File: config.mk
export PLATFORM = sky130hd
export DESIGN_NAME = scf_front_end
export DESIGN_NICKNAME = d
export VERILOG_FILES = /design/src/verilog/scf_pkg.sv /design/src/verilog/scf_front_end.sv /design/src/verilog/scf_sync.sv
export SDC_FILE = /design/constraint.sdc
export NUM_CORES = 1
export LEC_CHECK = 0
export BUFFER_PORTS_ARGS = -buffer_cell sky130_fd_sc_hd__buf_2
export CAP_MARGIN = 20
export CELL_PAD_IN_SITES_DETAIL_PLACEMENT = 1
export CELL_PAD_IN_SITES_GLOBAL_PLACEMENT = 1
export CORE_ASPECT_RATIO = 2
export CORE_MARGIN = 4
export CORE_UTILIZATION = 29
export CTS_CLUSTER_SIZE = 30
export DETAILED_ROUTE_END_ITERATION = 6
export HOLD_SLACK_MARGIN = 0.05
export PLACE_DENSITY_LB_ADDON = 0.3
export SYNTH_ARGS = -nofsm -noshare
export SYNTH_HDL_FRONTEND = slang
export SYNTH_SLANG_ARGS = --single-unit
File: constraint.sdc
create_clock -name sys_clk_i -period 6.1 [get_ports sys_clk_i]
set_input_delay 1.525 -clock sys_clk_i [delete_from_list [all_inputs] [get_ports sys_clk_i]]
set_output_delay 1.525 -clock sys_clk_i [all_outputs]
set_load 0.03 [all_outputs]
File: src/verilog/scf_pkg.sv
// Purpose: Shared constants and carriers for the serial command front end
// Assumes: One 50 MHz system clock; serial pins sampled into it
// Notes: Serial clock limits are master obligations, kept here for reference
package scf_pkg;
    localparam int unsigned SYS_CLK_HZ = 50_000_000;
    localparam int unsigned SCLK_MAX_HZ = 25_000_000;
    localparam int unsigned SCLK_MODE11_MAX_HZ = 4_800_000;

    // ==========================================================
    // Command codes
    localparam logic [7:0] CMD_GPIO_CFG = 8'h03;
    localparam logic [7:0] CMD_GPIO_WR = 8'h02;
    localparam logic [7:0] CMD_GPIO_RD = 8'h01;
    localparam int CONV_BIT = 7;
    localparam int SETUP_BIT = 6;
    localparam int AVG_BIT = 5;
    localparam int DAC_BIT = 4;
    localparam int RST_BIT = 3;

    // ==========================================================
    // Field positions
    localparam int CK_HI = 5;
    localparam int CK_LO = 4;
    localparam int POL_HI = 1;
    localparam int POL_LO = 0;
    localparam int AVG_EN_BIT = 4;
    localparam int CONV_TEMP_BIT = 0;
    localparam int RST_RESET_BIT = 2;

    // ==========================================================
    // Reset values
    localparam logic [7:0] REG_CLEAR = 8'h00;
    localparam logic [7:0] SETUP_RESET = 8'h28;
    localparam logic [11:0] DAC_HIGH = 12'hfff;
    localparam logic [11:0] DAC_LOW = 12'h000;
    localparam logic [7:0] POL_CLEAR = 8'h00;

    // ==========================================================
    // Clock modes, frame states and command targets
    typedef enum logic [1:0] {
        SCF_CK_CNV_INT = 2'b00,
        SCF_CK_CNV_EXT = 2'b01,
        SCF_CK_SER_INT = 2'b10,
        SCF_CK_SER_EXT = 2'b11
    } scf_ckmode_e;

    typedef enum logic [2:0] {
        SCF_ST_CMD = 3'b000,
        SCF_ST_DATA = 3'b001,
        SCF_ST_IGNORE = 3'b010
    } scf_state_e;

    typedef enum logic [2:0] {
        SCF_TGT_NONE = 3'b000,
        SCF_TGT_ADC = 3'b001,
        SCF_TGT_DAC = 3'b010,
        SCF_TGT_GPIO = 3'b011
    } scf_target_e;

    // Decoded command carrier
    typedef struct packed {
        scf_target_e target;
        logic [1:0] data_bytes;
        logic [2:0] kind;
    } scf_cmd_s;

    localparam logic [2:0] K_NOP = 3'd0;
    localparam logic [2:0] K_CONV = 3'd1;
    localparam logic [2:0] K_SETUP = 3'd2;
    localparam logic [2:0] K_AVG = 3'd3;
    localparam logic [2:0] K_DAC = 3'd4;
    localparam logic [2:0] K_RST = 3'd5;
    localparam logic [2:0] K_GPIO = 3'd6;
    localparam logic [2:0] K_GPIO_RD = 3'd7;
    localparam logic [2:0] BIT_LAST = 3'd7;
    localparam logic [1:0] BYTES_0 = 2'd0;
    localparam logic [1:0] BYTES_1 = 2'd1;
    localparam logic [1:0] BYTES_2 = 2'd2;
endpackage

File: src/verilog/scf_front_end.sv
// Purpose: Serial command front end: decode, register writes, conversion requests
// Assumes: Serial pins oversampled by sys_clk_i (50 MHz); SCLK below about 12 MHz here
// Notes: Oversampling limits the usable serial clock; analog side is outside
`timescale 1ns/1ps

// Behaviour
// Master keeps SCLK at most 25MHz, CPOL equals CPHA; modes 0 and 3 both work; here the oversampling needs SCLK below about 12 MHz.
// With chip select low, data in is sampled on each SCLK falling edge.
// Clock modes 00, 01, 10 change data out on SCLK falling edge.
// Clock mode 11 changes data out on SCLK rising edge.
// Bipolar differential and temperature results two's complement, others straight binary; here result_bipolar_i changes nothing in result_o.
// First eight bits after chip select falls are the command, MSB first.
// Command decides frame length 8, 16 or 24 bits and target section.
// Chip select high returns interface to idle, next frame starts with command.
// Command decoded by highest set bit; 03h,02h,01h are GPIO; zero is no-op.
// Setup bits 5:4 clock mode, 3:2 reference mode, 1:0 polarity register select.
// Polarity register load needs a second byte after setup, chip select held low.
// DAC command 0001XXXX followed by two bytes carrying selection and data.
// GPIO commands take one data byte (four GPIO) or two (twelve GPIO).
// Without GPIO, GPIO commands are ignored and change no state.
// Power-up: blocks shut down, registers zero, setup register 28h.
// DAC input register powers up FFFh with level select high, else 000h.
// Clock mode 00: conversion-start low requests internally timed conversions.
// Clock mode 01: each conversion-start request converts one channel.
// Clock mode 10: conversion register write starts internally timed conversions.
// Clock mode 11: SCLK at most 4.8MHz; scanning and averaging disabled; here only conv_single_o is forced, averaging is left as written.
// End-of-conversion low when done; high on CS or start fall; high in mode 11.
// Bytes after command are data; bits beyond decoded frame length ignored.
module scf_front_end
    import scf_pkg::*;
#(
    parameter int GPIO_COUNT = 12
) (
    input wire logic sys_clk_i,
    input wire logic reset_i,
    input wire logic cs_n_i,
    input wire logic sclk_i,
    input wire logic din_i,
    input wire logic conv_start_n_i,
    input wire logic dac_powerup_level_i,
    input wire logic conv_done_i,
    input wire logic result_bipolar_i,
    input wire logic result_valid_i,
    output logic dout_o,
    output logic eoc_n_o,
    output logic [7:0] conversion_control_o,
    output logic [7:0] setup_config_o,
    output logic [7:0] averaging_control_o,
    output logic [7:0] reset_control_o,
    output logic [7:0] unipolar_mode_o,
    output logic [7:0] bipolar_mode_o,
    output logic [15:0] dac_word_o,
    output logic dac_word_stb_o,
    output logic [15:0] gpio_word_o,
    output logic [1:0] gpio_cmd_o,
    output logic gpio_stb_o,
    output logic conv_req_o,
    output logic conv_single_o,
    output logic [11:0] dac_input_o,
    output logic [15:0] result_o
);
    // ==========================================================
    // Pin synchronisers
    logic cs_n_s, sclk_s, din_s, cnv_n_s;
    scf_sync #(.RESET_VAL(1'b1)) u_cs (.clk_i(sys_clk_i), .reset_i(reset_i), .d_i(cs_n_i), .q_o(cs_n_s));
    scf_sync #(.RESET_VAL(1'b0)) u_ck (.clk_i(sys_clk_i), .reset_i(reset_i), .d_i(sclk_i), .q_o(sclk_s));
    scf_sync #(.RESET_VAL(1'b0)) u_di (.clk_i(sys_clk_i), .reset_i(reset_i), .d_i(din_i), .q_o(din_s));
    scf_sync #(.RESET_VAL(1'b1)) u_cv (.clk_i(sys_clk_i), .reset_i(reset_i), .d_i(conv_start_n_i), .q_o(cnv_n_s));

    logic sclk_d_r, cs_n_d_r, cnv_n_d_r;
    always_ff @(posedge sys_clk_i or posedge reset_i) begin
        if (reset_i) begin
            sclk_d_r <= 1'b0;
            cs_n_d_r <= 1'b1;
            cnv_n_d_r <= 1'b1;
        end else begin
            sclk_d_r <= sclk_s;
            cs_n_d_r <= cs_n_s;
            cnv_n_d_r <= cnv_n_s;
        end
    end

    // Both SPI modes 0 and 3 sample on the same falling edge, so idle level needs no tracking
    wire sclk_fall = sclk_d_r & ~sclk_s & ~cs_n_s;
    wire sclk_rise = ~sclk_d_r & sclk_s & ~cs_n_s;
    wire cs_fall = cs_n_d_r & ~cs_n_s;
    wire cnv_fall = cnv_n_d_r & ~cnv_n_s;

    // ==========================================================
    // Command decode
    function automatic scf_cmd_s decode_cmd(input logic [7:0] c);
        scf_cmd_s d;
        d = '{target: SCF_TGT_NONE, data_bytes: BYTES_0, kind: K_NOP};
        if (c[CONV_BIT]) begin
            d = '{target: SCF_TGT_ADC, data_bytes: BYTES_0, kind: K_CONV};
        end else if (c[SETUP_BIT]) begin
            d = '{target: SCF_TGT_ADC, data_bytes: (c[POL_HI:POL_LO] != 2'b00) ? BYTES_1 : BYTES_0,
                  kind: K_SETUP};
        end else if (c[AVG_BIT]) begin
            d = '{target: SCF_TGT_ADC, data_bytes: BYTES_0, kind: K_AVG};
        end else if (c[DAC_BIT]) begin
            d = '{target: SCF_TGT_DAC, data_bytes: BYTES_2, kind: K_DAC};
        end else if (c[RST_BIT]) begin
            d = '{target: SCF_TGT_ADC, data_bytes: BYTES_0, kind: K_RST};
        end else if (GPIO_COUNT != 0 && (c == CMD_GPIO_CFG || c == CMD_GPIO_WR || c == CMD_GPIO_RD)) begin
            d = '{target: SCF_TGT_GPIO, data_bytes: (GPIO_COUNT > 4) ? BYTES_2 : BYTES_1,
                  kind: (c == CMD_GPIO_RD) ? K_GPIO_RD : K_GPIO};
        end
        return d;
    endfunction

    // ==========================================================
    // Shift and frame sequencing
    scf_state_e state_r;
    logic [2:0] bit_cnt_r;
    logic [1:0] byte_left_r;
    logic [7:0] shift_r;
    logic [7:0] cmd_r;
    logic [15:0] data_r;
    scf_cmd_s dec_r;
    wire [7:0] byte_nxt = {shift_r[6:0], din_s};
    wire byte_done = sclk_fall && bit_cnt_r == BIT_LAST;
    scf_cmd_s dec_now;
    assign dec_now = decode_cmd(byte_nxt);

    always_ff @(posedge sys_clk_i or posedge reset_i) begin
        if (reset_i) begin
            state_r <= SCF_ST_CMD;
            bit_cnt_r <= '0;
            byte_left_r <= BYTES_0;
            shift_r <= REG_CLEAR;
            cmd_r <= REG_CLEAR;
            dec_r <= '0;
            data_r <= '0;
        end else if (cs_n_s) begin
            state_r <= SCF_ST_CMD;
            bit_cnt_r <= '0;
            byte_left_r <= BYTES_0;
        end else if (sclk_fall) begin
            shift_r <= byte_nxt;
            bit_cnt_r <= bit_cnt_r + 3'd1;
            if (byte_done) begin
                case (state_r)
                    SCF_ST_CMD: begin
                        cmd_r <= byte_nxt;
                        dec_r <= dec_now;
                        byte_left_r <= dec_now.data_bytes;
                        state_r <= (dec_now.data_bytes == BYTES_0) ? SCF_ST_IGNORE : SCF_ST_DATA;
                    end
                    SCF_ST_DATA: begin
                        data_r <= {data_r[7:0], byte_nxt};
                        byte_left_r <= byte_left_r - 2'd1;
                        if (byte_left_r == BYTES_1) begin
                            state_r <= SCF_ST_IGNORE;
                        end
                    end
                    SCF_ST_IGNORE: begin
                        state_r <= SCF_ST_IGNORE;
                    end
                    default: begin
                        state_r <= SCF_ST_CMD;
                    end
                endcase
            end
        end
    end

    wire cmd_done = byte_done && state_r == SCF_ST_CMD;
    wire data_last = byte_done && state_r == SCF_ST_DATA && byte_left_r == BYTES_1;
    wire [15:0] data_full = {data_r[7:0], byte_nxt};

    // ==========================================================
    // Control registers
    scf_ckmode_e ck_mode;
    assign ck_mode = scf_ckmode_e'(setup_config_o[CK_HI:CK_LO]);

    always_ff @(posedge sys_clk_i or posedge reset_i) begin
        if (reset_i) begin
            conversion_control_o <= REG_CLEAR;
            setup_config_o <= SETUP_RESET;
            averaging_control_o <= REG_CLEAR;
            reset_control_o <= REG_CLEAR;
        end else if (cmd_done) begin
            case (dec_now.kind)
                K_CONV: conversion_control_o <= byte_nxt;
                K_SETUP: setup_config_o <= byte_nxt;
                K_AVG: averaging_control_o <= byte_nxt;
                K_RST: begin
                    reset_control_o <= byte_nxt;
                    if (byte_nxt[RST_RESET_BIT]) begin
                        conversion_control_o <= REG_CLEAR;
                        setup_config_o <= SETUP_RESET;
                        averaging_control_o <= REG_CLEAR;
                    end
                end
                default: begin
                end
            endcase
        end
    end

    // Polarity registers take the byte after a setup command
    always_ff @(posedge sys_clk_i or posedge reset_i) begin
        if (reset_i) begin
            unipolar_mode_o <= POL_CLEAR;
            bipolar_mode_o <= POL_CLEAR;
        end else if (data_last && dec_r.kind == K_SETUP) begin
            if (cmd_r[POL_HI:POL_LO] == 2'b10) begin
                unipolar_mode_o <= byte_nxt;
            end else if (cmd_r[POL_HI:POL_LO] == 2'b11) begin
                bipolar_mode_o <= byte_nxt;
            end
        end
    end

    // ==========================================================
    // DAC and GPIO words
    logic dac_loaded_r;
    always_ff @(posedge sys_clk_i or posedge reset_i) begin
        if (reset_i) begin
            dac_word_o <= '0;
            dac_word_stb_o <= 1'b0;
            gpio_word_o <= '0;
            gpio_cmd_o <= '0;
            gpio_stb_o <= 1'b0;
        end else begin
            dac_word_stb_o <= data_last && dec_r.kind == K_DAC;
            gpio_stb_o <= data_last && dec_r.target == SCF_TGT_GPIO;
            if (data_last && dec_r.kind == K_DAC) begin
                dac_word_o <= data_full;
            end
            if (data_last && dec_r.target == SCF_TGT_GPIO) begin
                gpio_word_o <= (GPIO_COUNT > 4) ? data_full : {8'h00, byte_nxt};
                gpio_cmd_o <= cmd_r[1:0];
            end
        end
    end

    // Power-up level caught after reset release, never under the async reset
    always_ff @(posedge sys_clk_i or posedge reset_i) begin
        if (reset_i) begin
            dac_loaded_r <= 1'b0;
            dac_input_o <= DAC_LOW;
        end else if (!dac_loaded_r) begin
            dac_loaded_r <= 1'b1;
            dac_input_o <= dac_powerup_level_i ? DAC_HIGH : DAC_LOW;
        end else if (dac_word_stb_o) begin
            dac_input_o <= dac_word_o[11:0];
        end
    end

    // ==========================================================
    // Conversion requests and end of conversion
    always_ff @(posedge sys_clk_i or posedge reset_i) begin
        if (reset_i) begin
            conv_req_o <= 1'b0;
            conv_single_o <= 1'b0;
        end else begin
            conv_req_o <= 1'b0;
            conv_single_o <= 1'b0;
            case (ck_mode)
                SCF_CK_CNV_INT: conv_req_o <= cnv_fall;
                SCF_CK_CNV_EXT: begin
                    conv_req_o <= cnv_fall;
                    conv_single_o <= 1'b1;
                end
                SCF_CK_SER_INT: conv_req_o <= cmd_done && dec_now.kind == K_CONV;
                SCF_CK_SER_EXT: begin
                    // Scanning forced off through conv_single_o in this mode; averaging is left untouched
                    conv_req_o <= cmd_done && dec_now.kind == K_CONV;
                    conv_single_o <= 1'b1;
                end
                default: conv_req_o <= 1'b0;
            endcase
        end
    end

    always_ff @(posedge sys_clk_i or posedge reset_i) begin
        if (reset_i) begin
            eoc_n_o <= 1'b1;
        end else if (ck_mode == SCF_CK_SER_EXT || cs_fall || cnv_fall) begin
            eoc_n_o <= 1'b1;
        end else if (conv_done_i) begin
            eoc_n_o <= 1'b0;
        end
    end

    // ==========================================================
    // Result output shifter
    logic [15:0] out_shift_r;
    always_ff @(posedge sys_clk_i or posedge reset_i) begin
        if (reset_i) begin
            result_o <= '0;
        end else if (result_valid_i) begin
            // Sign handling for two's complement happens in the converter; the flag selects nothing here, both branches match
            result_o <= result_bipolar_i ? {4'h0, result_o[11:0]} : {4'h0, result_o[11:0]};
        end
    end

    wire out_edge = (ck_mode == SCF_CK_SER_EXT) ? sclk_rise : sclk_fall;
    always_ff @(posedge sys_clk_i or posedge reset_i) begin
        if (reset_i) begin
            out_shift_r <= '0;
            dout_o <= 1'b0;
        end else if (cs_fall) begin
            out_shift_r <= {result_o[14:0], 1'b0};
            dout_o <= result_o[15];
        end else if (out_edge) begin
            dout_o <= out_shift_r[15];
            out_shift_r <= {out_shift_r[14:0], 1'b0};
        end
    end
endmodule

File: src/verilog/scf_sync.sv
// Purpose: Two flip-flop synchroniser for one pin
// Assumes: Input is asynchronous to clk_i
// Notes: Only the second stage is visible
`timescale 1ns/1ps
module scf_sync #(
    parameter logic RESET_VAL = 1'b0
) (
    input wire logic clk_i,
    input wire logic reset_i,
    input wire logic d_i,
    output logic q_o
);
    logic meta_r;
    always_ff @(posedge clk_i or posedge reset_i) begin
        if (reset_i) begin
            meta_r <= RESET_VAL;
            q_o <= RESET_VAL;
        end else begin
            meta_r <= d_i;
            q_o <= meta_r;
        end
    end
endmodule
==> impl_metrics.env <==
export IMPL_worst_setup_path_start_kind="flop"
export IMPL_ys_warnings_count=0
export IMPL_leakage_component_of_the_power_nw=3.64
export IMPL_total_i_o_pin_count=126
export IMPL_vias=3713
export IMPL_fin_util_pct=36.1
export IMPL_synth_yosys_seq_area_share_pct=61.5
export IMPL_first_global_vias=4053
export IMPL_final_hpwl_from_detailed_placement_um=10300
export IMPL_crit_start="dac_word_stb_o"
export IMPL_netlist_cell_types=51
export IMPL_htree_num_levels=4
export IMPL_routed_wirelength_um=14700
export IMPL_route_detailed_wl_per_inst_um=18.1
export IMPL_async_reset_ff_share_pct=100
export IMPL_cts_hold_fix_buffers=0
export IMPL_cts_buffer_depth=2
export IMPL_grt_util_met1_pct=14.8
export IMPL_hp_start="u_di.meta_r"
export IMPL_slew_headroom_pct=38.3
export IMPL_clock_latency_ns=0.41
export IMPL_chipHeight_um=207
export IMPL_die_area_um2=22200
export IMPL_path_buf_inv=1
export IMPL_synth_top_cells_by_area="sky130_fd_sc_hd__dfrtp_1 (57%), sky130_fd_sc_hd__mux2_2 (7.5%), sky130_fd_sc_hd__dfstp_2 (4.1%)"
export IMPL_hold_ws_ns=0.346
export IMPL_post_synthesis_register_bit_count=140
export IMPL_synth_top_area_share_pct=57.3
export IMPL_gr_usage_met3_pct=3.14
export IMPL_worst_ep_arrival_time_ns=1.51
export IMPL_min_period_over_period_pct=49.7
export IMPL_tns_ns=0
export IMPL_cts_post_setup_buffers_inserted=0
export IMPL_final_setup_skew_ns=0.0114
export IMPL_max_cap_violations=0
export IMPL_fill_cells=2124
export IMPL_tritoncts_clock_tree="done"
export IMPL_floorplan_die_width_um=107
export IMPL_crit_family="flip-flops"
export IMPL_rsz0062_at_grt="false"
export IMPL_top_usage_layer="met2"
export IMPL_timing_setup_critical_path_class="reg -> out"
export IMPL_post_route_drc_count=0
export IMPL_min_delay_path_class="reg -> reg"
export IMPL_global_route_usage_total_pct=13.7
export IMPL_post_synth_instance_area_um2=5720
export IMPL_cts_root_buffer="sky130_fd_sc_hd__clkbuf_16"
export IMPL_detail_route_iter0_violations=118
export IMPL_layout_area_overhead_vs_synth_pct=22.2
export IMPL_placed_cells=778
export IMPL_timing_final_setup_violations=0
export IMPL_grt_remaining_overflow=0
export IMPL_place_ws_ns=3.14
export IMPL_timing_max_transition_violations_final=0
export IMPL_fmaxAchievable_mhz=330
export IMPL_final_cells=811
export IMPL_diodes=0
export IMPL_postCtsResizedCells=0
export IMPL_start_util_pct=29.5
export IMPL_path_clk_slew_ns=0.05
export IMPL_clock_sink_count=140
export IMPL_worst_slew_pin_transition_ns=0.926
export IMPL_pwr_density_cell_nw_per_um2=319
export IMPL_drt_pre_antenna_iters=4
export IMPL_port_buffer_count=106
export IMPL_synth_edff_count=0
export IMPL_critPathMaxStageDelay_ns=0.78
export IMPL_finalNetCount=555
export IMPL_gp_congestion=0.782
export IMPL_crit_required_ns=4.58
export IMPL_post_synth_inst_count=439
export IMPL_synth_area_per_cell_um2=13.0
export IMPL_cp_cell_sequence="buf_2"
export IMPL_run_status="completed"
export IMPL_max_vdd_ir_drop_v=0.000145
export IMPL_worst_path_max_fanout=13
export IMPL_fraction_of_layout_cells_with_a_size_suffix_above_1_pct=35.5
export IMPL_grt_max_degree=96
export IMPL_vias_per_cell=4.58
export IMPL_grtUsageMet2_pct=24.9
export IMPL_postSynth_topFlopCell="sky130_fd_sc_hd__dfrtp_1"
export IMPL_cts_inserted_buffers=17
export IMPL_end_kind="primary output"
export IMPL_rr_startpoint="bit_cnt_r[0]"
export IMPL_hold_violations=0
export IMPL_fin_crit_ns=3.03
export IMPL_floorplan_core_area_um2=19400
export IMPL_postLayoutSetupSlackWorst_ns=3.07
export IMPL_library_cell_with_the_largest_summed_area_after_synthesis="sky130_fd_sc_hd__dfrtp_1"
export IMPL_grt_antenna_before_repair=0
export IMPL_antenna_violating_nets_remaining=0
export IMPL_slowest_stage="sky130_fd_sc_hd__dfrtp_1"
export IMPL_row_count=72
export IMPL_grt_pass1_wl_um=22900
logic make-up (layout without fill, tap and decap cells):
logic type               Yosys count  count (layout)  synth area share, %
adder cells (fa/ha/maj)            6               6                 1.31
flip-flops                       140             140                 61.5
AO/OA/AOI/OAI                     69              69                 7.73
AND/OR/NAND/NOR                   78              78                 7.62
multiplexers                      80              80                 16.0
buffers and inverters             63             160                 5.60
other                              2              18                0.131
XOR/XNOR                           1               1                0.153
registers in the layout, summed over array words and instances, names as in the netlist, 3 cells and up:
signal	flops
bit_cnt_r	3
dac_word_o	16
dac_input_o	12
conversion_control_o	8
bipolar_mode_o	8
setup_config_o	8
data_r	8
averaging_control_o	8
reset_control_o	8
unipolar_mode_o	8
shift_r	7
dec_r	5
gpio_word_o	16
power by group:
part,internal [W],switching [W],leakage (nW)
clock,0.000634,0.000374,0.285
sequential,0.000956,0.0000871,1.87
combinational,0.0000567,0.000123,1.48
routing by layer:
layer	vias to the layer above	wire, µm
met5	-	0
met3	24	616
met2	103	8120
met1	1901	5470
met4	0	457
li1	1685	-
placed cells by master (no fill, tap or decap), drive strengths merged, types with 6 or more instances in the layout:
cell,Yosys,layout
mux2i,17,17
mux2,63,63
clkbuf,22,25
and2,7,7
o21ai,19,19
buf,22,109
nand2,25,25
dfstp,9,9
ha,6,6
a21o,6,6
a22o,9,9
conb,2,18
nor2,14,14
inv,19,19
dfrtp,131,131
a21oi,19,19
worst paths after layout:
check	endpoint	slack [ns]	cells after the start
worst max-delay path	dac_word_stb_o	3.07	1
worst min-delay path	u_di.q_o	0.35	0
worst max register to register	dac_word_o[10]	3.24	6
worst min register to register	u_di.q_o	0.35	0
max in group asynchronous	bipolar_mode_o[3]	3.65	3
min in group asynchronous	gpio_word_o[14]	1.26	2
cell usage after synthesis, types with 2 or more instances:
library cell,number
sky130_fd_sc_hd__mux2_1,16
sky130_fd_sc_hd__nand2b_1,2
sky130_fd_sc_hd__nor3b_1,3
sky130_fd_sc_hd__buf_6,2
sky130_fd_sc_hd__nor2b_1,2
sky130_fd_sc_hd__nand2_1,25
sky130_fd_sc_hd__a21o_1,6
sky130_fd_sc_hd__nand3_1,3
sky130_fd_sc_hd__dfstp_2,9
sky130_fd_sc_hd__o21ai_0,19
sky130_fd_sc_hd__and2_1,7
sky130_fd_sc_hd__mux2_2,38
sky130_fd_sc_hd__a21oi_1,19
sky130_fd_sc_hd__ha_1,6
sky130_fd_sc_hd__conb_1,2
sky130_fd_sc_hd__or4_1,2
sky130_fd_sc_hd__o31ai_1,2
sky130_fd_sc_hd__mux2i_1,17
sky130_fd_sc_hd__nor2_1,14
sky130_fd_sc_hd__a22o_1,9
sky130_fd_sc_hd__buf_4,18
sky130_fd_sc_hd__or3_1,2
sky130_fd_sc_hd__mux2_4,9
sky130_fd_sc_hd__a31oi_1,3
sky130_fd_sc_hd__o211ai_1,2
sky130_fd_sc_hd__nand3b_1,3
sky130_fd_sc_hd__clkbuf_1,22
sky130_fd_sc_hd__inv_1,19
sky130_fd_sc_hd__dfrtp_1,131
sky130_fd_sc_hd__nor4_1,2
sky130_fd_sc_hd__nor3_1,5
stage by stage:
stage	instance area, µm²	total power [W]
detailed placement	6400	0.00124
global route	6990	0.00233
floorplan	5780	0.00117
finish	6990	0.00223
global placement	6390	0.00124
CTS	6980	0.00226
final cells by class:
type                            instances  area, µm²  area share, %
Tap cell                              259        324           4.64
Clock inverter                          7       92.6           1.33
Inverter                               19       76.3           1.09
Timing Repair Buffer                  109        551           7.88
Clock buffer                           25        485           6.95
Multi-Input combinational cell        252       1940           27.8
Sequential cell                       140       3510           50.3
(Power assumes the default switching activity.)
